$ cat src/hdl/sml_pkg.sv
// Constants and types for the status and multiplicand load unit
package sml_pkg;
    localparam int          DATA_W    = 16;
    localparam int          APB_AW    = 8;
    // Opcode upper bytes
    localparam logic [7:0]  OPC_LST0  = 8'h0e;
    localparam logic [7:0]  OPC_LST1  = 8'h0f;
    localparam logic [7:0]  OPC_MUL   = 8'h73;
    localparam logic [7:0]  OPC_MACC  = 8'h70;
    // Instruction word fields
    localparam int          OPC_HI    = 15;
    localparam int          OPC_LO    = 8;
    localparam int          IND_BIT   = 7;
    localparam int          OFS_HI    = 6;
    localparam int          NARP_HI   = 2;
    // Status word fields; buffer field sits where the pointer does
    localparam int          PTR_HI    = 15;
    localparam int          PTR_LO    = 13;
    localparam int          IMASK_BIT = 9;
    localparam int          COMP1_W   = 5;
    localparam int          COMP2_W   = 4;
    // Base cycles per iteration
    localparam logic [1:0]  STAT_BASE = 2'h2;
    localparam logic [1:0]  MUL_BASE  = 2'h1;
    // Register byte offsets
    localparam logic [7:0]  OFS_SWZ   = 8'h00;
    localparam logic [7:0]  OFS_SWO   = 8'h04;
    localparam logic [7:0]  OFS_MUL   = 8'h08;
    localparam logic [7:0]  OFS_COMP1 = 8'h0c;
    localparam logic [7:0]  OFS_COMP2 = 8'h10;
    localparam logic [7:0]  OFS_MODE  = 8'h14;
    localparam logic [7:0]  OFS_PC    = 8'h18;
    localparam logic [7:0]  OFS_STAT  = 8'h1c;
    localparam int          MODE_COPY = 0;
    // Reset values
    localparam logic [15:0] RST_WORD  = 16'h0000;
    localparam logic        RST_COPY  = 1'b0;
    typedef enum logic [2:0] {
        op_none, op_lst0, op_lst1, op_mul, op_macc
    } sml_op_t;
    typedef enum logic [3:0] {
        ri_swz, ri_swo, ri_mul, ri_comp1, ri_comp2,
        ri_mode, ri_pc, ri_stat, ri_none
    } sml_reg_t;
endpackage

$ cat src/hdl/sml_core.sv
// Status and multiplicand load unit with APB register access
`timescale 1ns/10ps
module sml_core
#(
    parameter int RPT_W  = 8,
    parameter int WAIT_W = 4
)
(
    // Clock and reset
    input  wire logic              clock,
    input  wire logic              reset_n,
    // APB slave
    input  wire logic [7:0]        paddr,
    input  wire logic              psel,
    input  wire logic              penable,
    input  wire logic              pwrite,
    input  wire logic [31:0]       pwdata,
    output logic [31:0]            prdata,
    output logic                   pready,
    output logic                   pslverr,
    // Instruction issue
    input  wire logic              instr_valid,
    input  wire logic [15:0]       instr_word,
    input  wire logic [15:0]       operand_data,
    input  wire logic              operand_shared,
    input  wire logic              operand_ext,
    input  wire logic [WAIT_W-1:0] wait_d,
    input  wire logic [RPT_W-1:0]  rpt_n,
    output logic                   instr_ready,
    output logic                   done,
    output logic                   accum_op,
    // Addressing fields of the accepted instruction
    output logic                   dm_indirect,
    output logic [6:0]             dm_offset,
    output logic [2:0]             ind_nxt_ptr,
    // Architectural state
    output logic [15:0]            status_word_zero,
    output logic [15:0]            status_word_one,
    output logic [15:0]            primary_multiplicand_reg,
    output logic [4:0]             first_companion_reg,
    output logic [3:0]             second_companion_reg,
    output logic                   multiplicand_copy_mode_bit,
    output logic [15:0]            pc
);
    typedef enum logic [0:0] {st_idle, st_exec} sml_state_t;

    sml_state_t       state, next_state;
    sml_pkg::sml_op_t dec_op, op, next_op;
    logic             dec_ind;
    logic [6:0]       dec_ofs;
    logic [2:0]       dec_narp;
    logic [15:0]      opnd, next_opnd;
    logic             accept, finish, busy;
    logic [1:0]       base;
    logic             apb_acc, apb_wr;
    sml_pkg::sml_reg_t wr_idx, rd_idx;
    logic [15:0]      rd_val;
    logic [15:0]      next_swz, next_swo, next_mul, next_pc;
    logic [4:0]       next_comp1;
    logic [3:0]       next_comp2;
    logic             next_copy;
    logic [31:0]      next_prdata;
    logic             next_pready, next_pslverr;
    logic             next_ready, next_done, next_accum;
    logic             next_ind;
    logic [6:0]       next_ofs;
    logic [2:0]       next_narp;

    // Map a byte address to a register slot
    function automatic sml_pkg::sml_reg_t reg_of(input logic [7:0] a);
        unique case (a)
            sml_pkg::OFS_SWZ:   reg_of = sml_pkg::ri_swz;
            sml_pkg::OFS_SWO:   reg_of = sml_pkg::ri_swo;
            sml_pkg::OFS_MUL:   reg_of = sml_pkg::ri_mul;
            sml_pkg::OFS_COMP1: reg_of = sml_pkg::ri_comp1;
            sml_pkg::OFS_COMP2: reg_of = sml_pkg::ri_comp2;
            sml_pkg::OFS_MODE:  reg_of = sml_pkg::ri_mode;
            sml_pkg::OFS_PC:    reg_of = sml_pkg::ri_pc;
            sml_pkg::OFS_STAT:  reg_of = sml_pkg::ri_stat;
            default:            reg_of = sml_pkg::ri_none;
        endcase
    endfunction

    sml_decode u_decode
    (
        .instr_word  (instr_word),
        .op          (dec_op),
        .indirect    (dec_ind),
        .dm_offset   (dec_ofs),
        .ind_nxt_ptr (dec_narp)
    );

    // Load-status iterations take two cycles, multiplicand loads one
    assign base = (dec_op == sml_pkg::op_mul) ? sml_pkg::MUL_BASE
                                              : sml_pkg::STAT_BASE;
    assign accept = instr_valid && instr_ready &&
                    (dec_op inside {sml_pkg::op_lst0, sml_pkg::op_lst1,
                                    sml_pkg::op_mul});

    sml_timer #(.CNT_W(16), .RPT_W(RPT_W), .WAIT_W(WAIT_W)) u_timer
    (
        .clock   (clock),
        .reset_n (reset_n),
        .start   (accept),
        .base    (base),
        .rpt_n   (rpt_n),
        .shared  (operand_shared),
        .ext     (operand_ext),
        .wait_d  (wait_d),
        .busy    (busy),
        .finish  (finish)
    );

    // Sequencer and latched instruction
    always_comb
    begin
        next_state = state;
        next_op    = op;
        next_opnd  = opnd;
        next_ind   = dm_indirect;
        next_ofs   = dm_offset;
        next_narp  = ind_nxt_ptr;
        unique case (state)
            st_idle:
                if (accept)
                begin
                    next_state = st_exec;
                    next_op    = dec_op;
                    next_opnd  = operand_data;
                    next_ind   = dec_ind;
                    next_ofs   = dec_ofs;
                    next_narp  = dec_narp;
                end
            st_exec:
                if (finish)
                    next_state = st_idle;
        endcase
        // Ready only while idle; no second issue mid-execution
        next_ready = (next_state == st_idle);
        next_done  = (state == st_exec) && finish;
        next_accum = instr_valid && instr_ready &&
                     (dec_op == sml_pkg::op_macc);
    end

    always_ff @(posedge clock or negedge reset_n)
    begin
        if (!reset_n)
        begin
            state       <= st_idle;
            op          <= sml_pkg::op_none;
            opnd        <= sml_pkg::RST_WORD;
            dm_indirect <= 1'b0;
            dm_offset   <= '0;
            ind_nxt_ptr <= '0;
            instr_ready <= 1'b1;
            done        <= 1'b0;
            accum_op    <= 1'b0;
        end
        else
        begin
            state       <= next_state;
            op          <= next_op;
            opnd        <= next_opnd;
            dm_indirect <= next_ind;
            dm_offset   <= next_ofs;
            ind_nxt_ptr <= next_narp;
            instr_ready <= next_ready;
            done        <= next_done;
            accum_op    <= next_accum;
        end
    end

    // APB: one wait state so read data comes from a flip-flop
    assign apb_acc = psel && penable && !pready;
    assign apb_wr  = psel && penable && pready && pwrite;
    assign wr_idx  = reg_of(paddr);
    assign rd_idx  = reg_of(paddr);

    // Architectural registers; a commit overrides a same-cycle write
    always_comb
    begin
        next_swz   = status_word_zero;
        next_swo   = status_word_one;
        next_mul   = primary_multiplicand_reg;
        next_comp1 = first_companion_reg;
        next_comp2 = second_companion_reg;
        next_copy  = multiplicand_copy_mode_bit;
        next_pc    = pc;
        if (apb_wr)
        begin
            unique case (wr_idx)
                sml_pkg::ri_swz:   next_swz = pwdata[15:0];
                sml_pkg::ri_swo:   next_swo = pwdata[15:0];
                sml_pkg::ri_mul:   next_mul = pwdata[15:0];
                sml_pkg::ri_comp1:
                    next_comp1 = pwdata[sml_pkg::COMP1_W-1:0];
                sml_pkg::ri_comp2:
                    next_comp2 = pwdata[sml_pkg::COMP2_W-1:0];
                sml_pkg::ri_mode:
                    next_copy = pwdata[sml_pkg::MODE_COPY];
                default: ;
            endcase
        end
        if ((state == st_exec) && finish)
        begin
            next_pc = pc + 16'h0001;
            unique case (op)
                sml_pkg::op_lst0:
                begin
                    // Whole word except mask bit 9, pointer from 15:13, buffer untouched
                    next_swz = opnd;
                    next_swz[sml_pkg::IMASK_BIT] =
                        status_word_zero[sml_pkg::IMASK_BIT];
                    next_swo = status_word_one;
                end
                sml_pkg::op_lst1:
                begin
                    next_swo = opnd;
                    // Latched next pointer never reaches the pointer
                    next_swz[sml_pkg::PTR_HI:sml_pkg::PTR_LO] =
                        opnd[sml_pkg::PTR_HI:sml_pkg::PTR_LO];
                end
                sml_pkg::op_mul:
                begin
                    next_mul = opnd;
                    if (!multiplicand_copy_mode_bit)
                    begin
                        next_comp1 = opnd[sml_pkg::COMP1_W-1:0];
                        next_comp2 = opnd[sml_pkg::COMP2_W-1:0];
                    end
                end
                default: ;
            endcase
        end
        // Read mux, unused upper bits read as zero
        unique case (rd_idx)
            sml_pkg::ri_swz:   rd_val = status_word_zero;
            sml_pkg::ri_swo:   rd_val = status_word_one;
            sml_pkg::ri_mul:   rd_val = primary_multiplicand_reg;
            sml_pkg::ri_comp1: rd_val = {11'h000, first_companion_reg};
            sml_pkg::ri_comp2: rd_val = {12'h000, second_companion_reg};
            sml_pkg::ri_mode:  rd_val = {15'h0000, multiplicand_copy_mode_bit};
            sml_pkg::ri_pc:    rd_val = pc;
            sml_pkg::ri_stat:  rd_val = {15'h0000, busy};
            default:           rd_val = 16'h0000;
        endcase
        next_pready  = apb_acc;
        next_pslverr = apb_acc && (rd_idx == sml_pkg::ri_none);
        next_prdata  = apb_acc ? {16'h0000, rd_val} : prdata;
    end

    always_ff @(posedge clock or negedge reset_n)
    begin
        if (!reset_n)
        begin
            status_word_zero           <= sml_pkg::RST_WORD;
            status_word_one            <= sml_pkg::RST_WORD;
            primary_multiplicand_reg   <= sml_pkg::RST_WORD;
            first_companion_reg        <= '0;
            second_companion_reg       <= '0;
            multiplicand_copy_mode_bit <= sml_pkg::RST_COPY;
            pc                         <= sml_pkg::RST_WORD;
            prdata                     <= 32'h0000_0000;
            pready                     <= 1'b0;
            pslverr                    <= 1'b0;
        end
        else
        begin
            status_word_zero           <= next_swz;
            status_word_one            <= next_swo;
            primary_multiplicand_reg   <= next_mul;
            first_companion_reg        <= next_comp1;
            second_companion_reg       <= next_comp2;
            multiplicand_copy_mode_bit <= next_copy;
            pc                         <= next_pc;
            prdata                     <= next_prdata;
            pready                     <= next_pready;
            pslverr                    <= next_pslverr;
        end
    end

    // Checks on committed results and timing
    logic commit;
    logic plain;
    assign commit = (state == st_exec) && finish;
    assign plain  = !operand_ext && !operand_shared && (rpt_n <= 1);

    status_load_a: assert property (@(posedge clock) disable iff (!reset_n)
        commit && op == sml_pkg::op_lst1
        |=> status_word_one == $past(opnd))
        else $error("status one not loaded from operand");
    imask_hold_a: assert property (@(posedge clock) disable iff (!reset_n)
        commit && op == sml_pkg::op_lst0 |=> $stable(
        status_word_zero[sml_pkg::IMASK_BIT]))
        else $error("interrupt mask changed by status zero load");
    pointer_load_a: assert property (@(posedge clock) disable iff (!reset_n)
        commit && op inside {sml_pkg::op_lst0, sml_pkg::op_lst1}
        |=> status_word_zero[15:13] == $past(opnd[15:13]))
        else $error("pointer not loaded from operand bits");
    buffer_keep_a: assert property (@(posedge clock) disable iff (!reset_n)
        commit && op == sml_pkg::op_lst0
        |=> $stable(status_word_one))
        else $error("buffer field changed by status zero load");
    narp_ignore_a: assert property (@(posedge clock) disable iff (!reset_n)
        commit && dm_indirect && op != sml_pkg::op_mul
        && ind_nxt_ptr != opnd[15:13]
        |=> status_word_zero[15:13] != $past(ind_nxt_ptr))
        else $error("next pointer leaked into pointer");
    buffer_copy_a: assert property (@(posedge clock) disable iff (!reset_n)
        commit && op == sml_pkg::op_lst1
        |=> status_word_zero[15:13] == status_word_one[15:13])
        else $error("buffer not copied to pointer");
    status_time_a: assert property (@(posedge clock) disable iff (!reset_n)
        accept && dec_op != sml_pkg::op_mul && plain
        |=> !done ##1 !done ##1 done)
        else $error("status load not two cycles");
    offset_field_a: assert property (@(posedge clock) disable iff (!reset_n)
        accept |=> dm_offset == $past(instr_word[6:0])
                   && ind_nxt_ptr == $past(instr_word[2:0]))
        else $error("operand fields not captured");
    mult_load_a: assert property (@(posedge clock) disable iff (!reset_n)
        commit && op == sml_pkg::op_mul |=> primary_multiplicand_reg ==
        $past(opnd) && pc == $past(pc) + 16'h0001)
        else $error("multiplicand or counter wrong");
    comp_copy_a: assert property (@(posedge clock) disable iff (!reset_n)
        commit && op == sml_pkg::op_mul && !multiplicand_copy_mode_bit
        |=> first_companion_reg == $past(opnd[4:0])
            && second_companion_reg == $past(opnd[3:0]))
        else $error("companions not copied");
    mult_map_a: assert property (@(posedge clock) disable iff (!reset_n)
        apb_wr && wr_idx == sml_pkg::ri_mul && !commit
        |=> primary_multiplicand_reg == $past(pwdata[15:0]))
        else $error("multiplicand not written over bus");
    mult_time_a: assert property (@(posedge clock) disable iff (!reset_n)
        accept && dec_op == sml_pkg::op_mul && plain
        |=> !done ##1 (done && instr_ready))
        else $error("multiplicand load not one cycle");
endmodule // sml_core

$ cat src/hdl/sml_decode.sv
// Instruction word decoder for the load unit
`timescale 1ns/10ps
module sml_decode
(
    // Instruction word in
    input  wire logic [15:0]          instr_word,
    // Decoded fields out
    output sml_pkg::sml_op_t          op,
    output logic                      indirect,
    output logic [6:0]                dm_offset,
    output logic [2:0]                ind_nxt_ptr
);
    // Upper byte picks the operation
    always_comb
    begin
        unique case (instr_word[sml_pkg::OPC_HI:sml_pkg::OPC_LO])
            sml_pkg::OPC_LST0: op = sml_pkg::op_lst0;
            sml_pkg::OPC_LST1: op = sml_pkg::op_lst1;
            sml_pkg::OPC_MUL:  op = sml_pkg::op_mul;
            sml_pkg::OPC_MACC: op = sml_pkg::op_macc;
            default:           op = sml_pkg::op_none;
        endcase
    end
    // Operand fields; 7 and 3 bit wide so any value fits
    assign indirect    = instr_word[sml_pkg::IND_BIT];
    assign dm_offset   = instr_word[sml_pkg::OFS_HI:0];
    assign ind_nxt_ptr = instr_word[sml_pkg::NARP_HI:0];
endmodule // sml_decode

$ cat src/hdl/sml_timer.sv
// Execution cycle counter for the load unit
`timescale 1ns/10ps
module sml_timer
#(
    parameter int CNT_W  = 16,
    parameter int RPT_W  = 8,
    parameter int WAIT_W = 4
)
(
    // Clock and reset
    input  wire logic              clock,
    input  wire logic              reset_n,
    // Start request
    input  wire logic              start,
    input  wire logic [1:0]        base,
    input  wire logic [RPT_W-1:0]  rpt_n,
    input  wire logic              shared,
    input  wire logic              ext,
    input  wire logic [WAIT_W-1:0] wait_d,
    // Progress
    output logic                   busy,
    output logic                   finish
);
    logic [CNT_W-1:0] count;
    logic [CNT_W-1:0] next_count;
    logic [CNT_W-1:0] total;
    logic [CNT_W-1:0] n;

    // base*n, plus one for a shared block unless off chip, plus n*d off chip
    always_comb
    begin
        n = (rpt_n == '0) ? CNT_W'(1) : CNT_W'(rpt_n);
        total = CNT_W'(n * CNT_W'(base));
        if (ext)
            total = CNT_W'(total + CNT_W'(n * CNT_W'(wait_d)));
        else if (shared)
            total = CNT_W'(total + CNT_W'(1));
        next_count = count;
        if (start)
            next_count = total;
        else if (count != '0)
            next_count = CNT_W'(count - CNT_W'(1));
    end
    assign busy   = (count != '0);
    assign finish = (count == CNT_W'(1));

    // Count register
    always_ff @(posedge clock or negedge reset_n)
    begin
        if (!reset_n)
            count <= '0;
        else
            count <= next_count;
    end
endmodule // sml_timer

$ cat config.mk
export PLATFORM = sky130hd
export DESIGN_NAME = sml_core
export DESIGN_NICKNAME = d
export VERILOG_FILES = /design/src/hdl/sml_pkg.sv /design/src/hdl/sml_core.sv /design/src/hdl/sml_decode.sv /design/src/hdl/sml_timer.sv
export SDC_FILE = /design/constraint.sdc
export NUM_CORES = 1
export LEC_CHECK = 0
export ABC_CLOCK_PERIOD_IN_PS = 2800
export BUFFER_PORTS_ARGS = -buffer_cell sky130_fd_sc_hd__buf_4
export CAP_MARGIN = 20
export CORE_MARGIN = 2
export CORE_UTILIZATION = 30
export DETAILED_ROUTE_END_ITERATION = 7
export PLACE_DENSITY = 0.58
export REMOVE_ABC_BUFFERS = 1
export SLEW_MARGIN = 10
export SYNTH_ARGS = -nofsm -noshare
export SYNTH_HDL_FRONTEND = slang
export SYNTH_SLANG_ARGS = --single-unit
$ cat constraint.sdc
create_clock -name clock -period 2.8 [get_ports clock]
set_clock_uncertainty 0.05 [all_clocks]
set_input_delay 0.14 -clock clock [delete_from_list [all_inputs] [get_ports clock]]
set_output_delay 0.14 -clock clock [all_outputs]
set_load 0.02 [all_outputs]
==> impl_metrics.json <==
{
  "syn_inst": 891,
  "grt_pass1_vias": 7880,
  "start_util_pct": 30.3,
  "grt_remaining_overflow": 0,
  "die-area_um2": 30200,
  "grt.total_usage_pct": 17.6,
  "async_flop_share_pct": 100,
  "synth_seq_cells": 139,
  "port_buffers": 181,
  "fp.dieW_um": 174,
  "yosysSeqAreaShare_pct": 40.3,
  "violations": "negative setup slack",
  "netlist.area_leader.share_pct": 39.9,
  "fmax_mhz": 308,
  "end_kind": "flop",
  "clkTransAtPathRegs_ps": 60,
  "vias_per_cell": 4.94,
  "dp_hpwl_um": 19400,
  "holdPathStages": 3,
  "fin_ws_ps": -451,
  "nets": 1310,
  "antenna_found_initial": 0,
  "start_kind": "input pin",
  "numCtsBuffers": 17,
  "syn2layout_area_growth_pct": 40.5,
  "ys.warnings.count": 0,
  "hold_slack_ps": 24.9,
  "tightest_slew_ps": 764,
  "drc": 0,
  "fin_setup_tns_ps": -3140,
  "critPathMaxFanout": 5,
  "vias": 7755,
  "die_h_um": 174,
  "avgSynthCellArea_um2": 9.70,
  "first_pass_iters": 5,
  "netlist_area_um2": 8640,
  "final_core_utilization_pct": 42.6,
  "place_ws_ps": -1290,
  "fillers": 2868,
  "num_rows": 62,
  "worst_skew_pair.late_latency_ps": 420,
  "wl_um": 26300,
  "synth_ff_type": "dfrtp_1",
  "slew_violations": 0,
  "n_antenna_cell": 0,
  "relSlewSlack_pct": 49.1,
  "cts_tree": "yes",
  "fin_crit_sh_pct": 116,
  "seq_area_um2": 3480,
  "post_drt_wl_per_cell_um": 16.8,
  "hold_class": "in -> reg",
  "status": "finished with violations",
  "max-vdd-ir-drop_v": 0.000454,
  "synth_area_leader_cell": "dfrtp_1",
  "htree_num_levels": 4,
  "total_power_mw": 6.44,
  "maxCapViolCount": 0,
  "critical_path_class": "in -> reg",
  "rsz0062_at_grt": "yes",
  "drive_gt1_share_pct": 31.5,
  "max-clock-path-buffers": 2,
  "design.core.area_um2": 28500,
  "p_leak_nw": 5.74,
  "gp_congestion": 0.806,
  "worstPathArrival_ps": 3500,
  "synth_cell_type_count": 64,
  "clockRootBuffer": "clkbuf_16",
  "setup-violations-final": 10,
  "synth_edf_count": 0,
  "r2r_cells": 6,
  "antenna_left": 0,
  "required_ps": 3040,
  "cts.sinks": 139,
  "grt_pass1_wl_um": 42400,
  "synthTopCellsByArea": "dfrtp_1 40%, mux2i_1 5.3%, mux2_2 5.1%, fa_1 4.9%, a21oi_1 4.1%",
  "ios": 214,
  "p_per_area_nw_per_um2": 530,
  "hold_viol_final": 0,
  "multi_input_area_um2": 4820,
  "drt_iter0_drc": 539,
  "r2r_setup_slack_ps": 110,
  "grt_start_max_net_pins": 81,
  "min_period_ps": 3250
}
## power by group
| part | switching (mW) | internal, mW | leakage [nW] |
|---|---|---|---|
| logic | 0.843 | 0.853 | 3.77 |
| clock network | 0.901 | 1.54 | 0.302 |
| registers | 0.145 | 2.15 | 1.67 |
## path summary, 6_finish.rpt
check	end	startpoint
setup reg to reg	status_word_one[13]$_DFFE_PN0P_	u_timer.count[13]$_DFFE_PN0P_
hold / removal	status_word_one[3]$_DFFE_PN0P_	pwdata[3]
hold reg to reg	prdata[10]$_DFFE_PN0P_	prdata[10]$_DFFE_PN0P_
max in group asynchronous	opnd[0]$_DFFE_PN0P_	reset_n
min in group asynchronous	prdata[8]$_DFFE_PN0P_	reset_n
setup / recovery	u_timer.count[8]$_DFFE_PN0P_	rpt_n[6]
## critical path, stage by stage
cell and delay, ps:
buf_6 100, nor4_4 290, a21oi_2 100, nand2b_4 150
fa_1 510, fa_1 440, fa_1 530, inv_2 50
ha_4 160, buf_6 130, a211oi_2 200, nor2_1 90
o32a_1 320, o2111ai_2 190, o211ai_1 110
## area by class of cell
cell class | instances | share of cell area [%]
clock buffers | 19 | 3.73
repair buffers | 312 | 20.7
flip-flops and latches | 139 | 28.6
well taps | 384 | 3.96
multi-input cells | 648 | 39.7
inverters | 54 | 1.67
clock inverters | 13 | 1.57
## cells in the mapped netlist, drive strengths merged (3+ instances only)
cell type / instances
a211o: 4
a211oi: 6
a21oi: 71
a22o: 19
a22oi: 12
and2: 13
and3: 6
and4: 3
buf: 26
clkbuf: 39
dfrtp: 138
fa: 21
ha: 25
inv: 54
mux2: 39
mux2i: 46
mux4: 5
nand2: 71
nand2b: 4
nand3: 31
nand4: 9
nand4b: 4
nor2: 71
nor2b: 6
nor3: 20
nor4: 8
o211ai: 7
o21ai: 34
o22ai: 5
o32ai: 17
or2: 3
or3: 3
or4: 8
xnor2: 17
xor2: 17
## what timing repair did
item                                    4_1_cts  5_1_grt
hold buffers                                 43        0
endpoints found under the setup margin       10       38
pin swaps                                    25        8
setup buffers                                 2        0
endpoints found under the hold margin       140        0
gates resized for setup                      21        9
## metrics by stage
step / cell area, µm² / cells
final: 12100 / 1569
after floorplan: 8360 / 841
after global routing: 12100 / 1569
after detailed placement: 10900 / 1492
after CTS: 12100 / 1569
after global placement: 10900 / 1492
## routing by layer
metal / routed length (µm) / track usage, % / vias to the layer above
met4: 297 / 4.69 / 0
met5: 0 / 0 / -
met1: 11800 / 23.4 / 3810
met3: 1260 / 2.68 / 24
li1: - / - / 3713
met2: 12900 / 29.8 / 208
## cell usage in the layout, fill, tap and decap left out, types with 13 or more instances in the layout
master         synthesis  final
a21oi_1               71     69
a22o_1                19     19
and2_1                13     13
buf_4                 19    260
clkbuf_16              0     17
conb_1                 2     17
dfrtp_1              138    138
dlygate4sd3_1          0     43
fa_1                  21     20
ha_1                  25     21
inv_1                 54     53
mux2_2                39     39
mux2i_1               46     46
nand2_1               71     71
nand3_1               31     30
nor2_1                71     71
nor3_1                19     18
o21ai_0               34     29
o32ai_1               17     17
xnor2_1               17     16
xor2_1                17     17
## kinds of logic (layout without fill, tap and decap cells)
logic type | after synthesis | in the layout | share of synthesized area [%]
buffers and inverters | 119 | 398 | 6.27
other | 2 | 17 | 0.0869
xor gates and xnor gates | 34 | 34 | 3.44
AOI/OAI and AO/OA | 195 | 195 | 14.7
adders and majority gates | 46 | 46 | 8.48
and+or+nand+nor | 266 | 266 | 15.0
muxes | 90 | 90 | 11.7
DFF | 139 | 139 | 40.3
No activity file was read; power rests on OpenSTA's default activity.
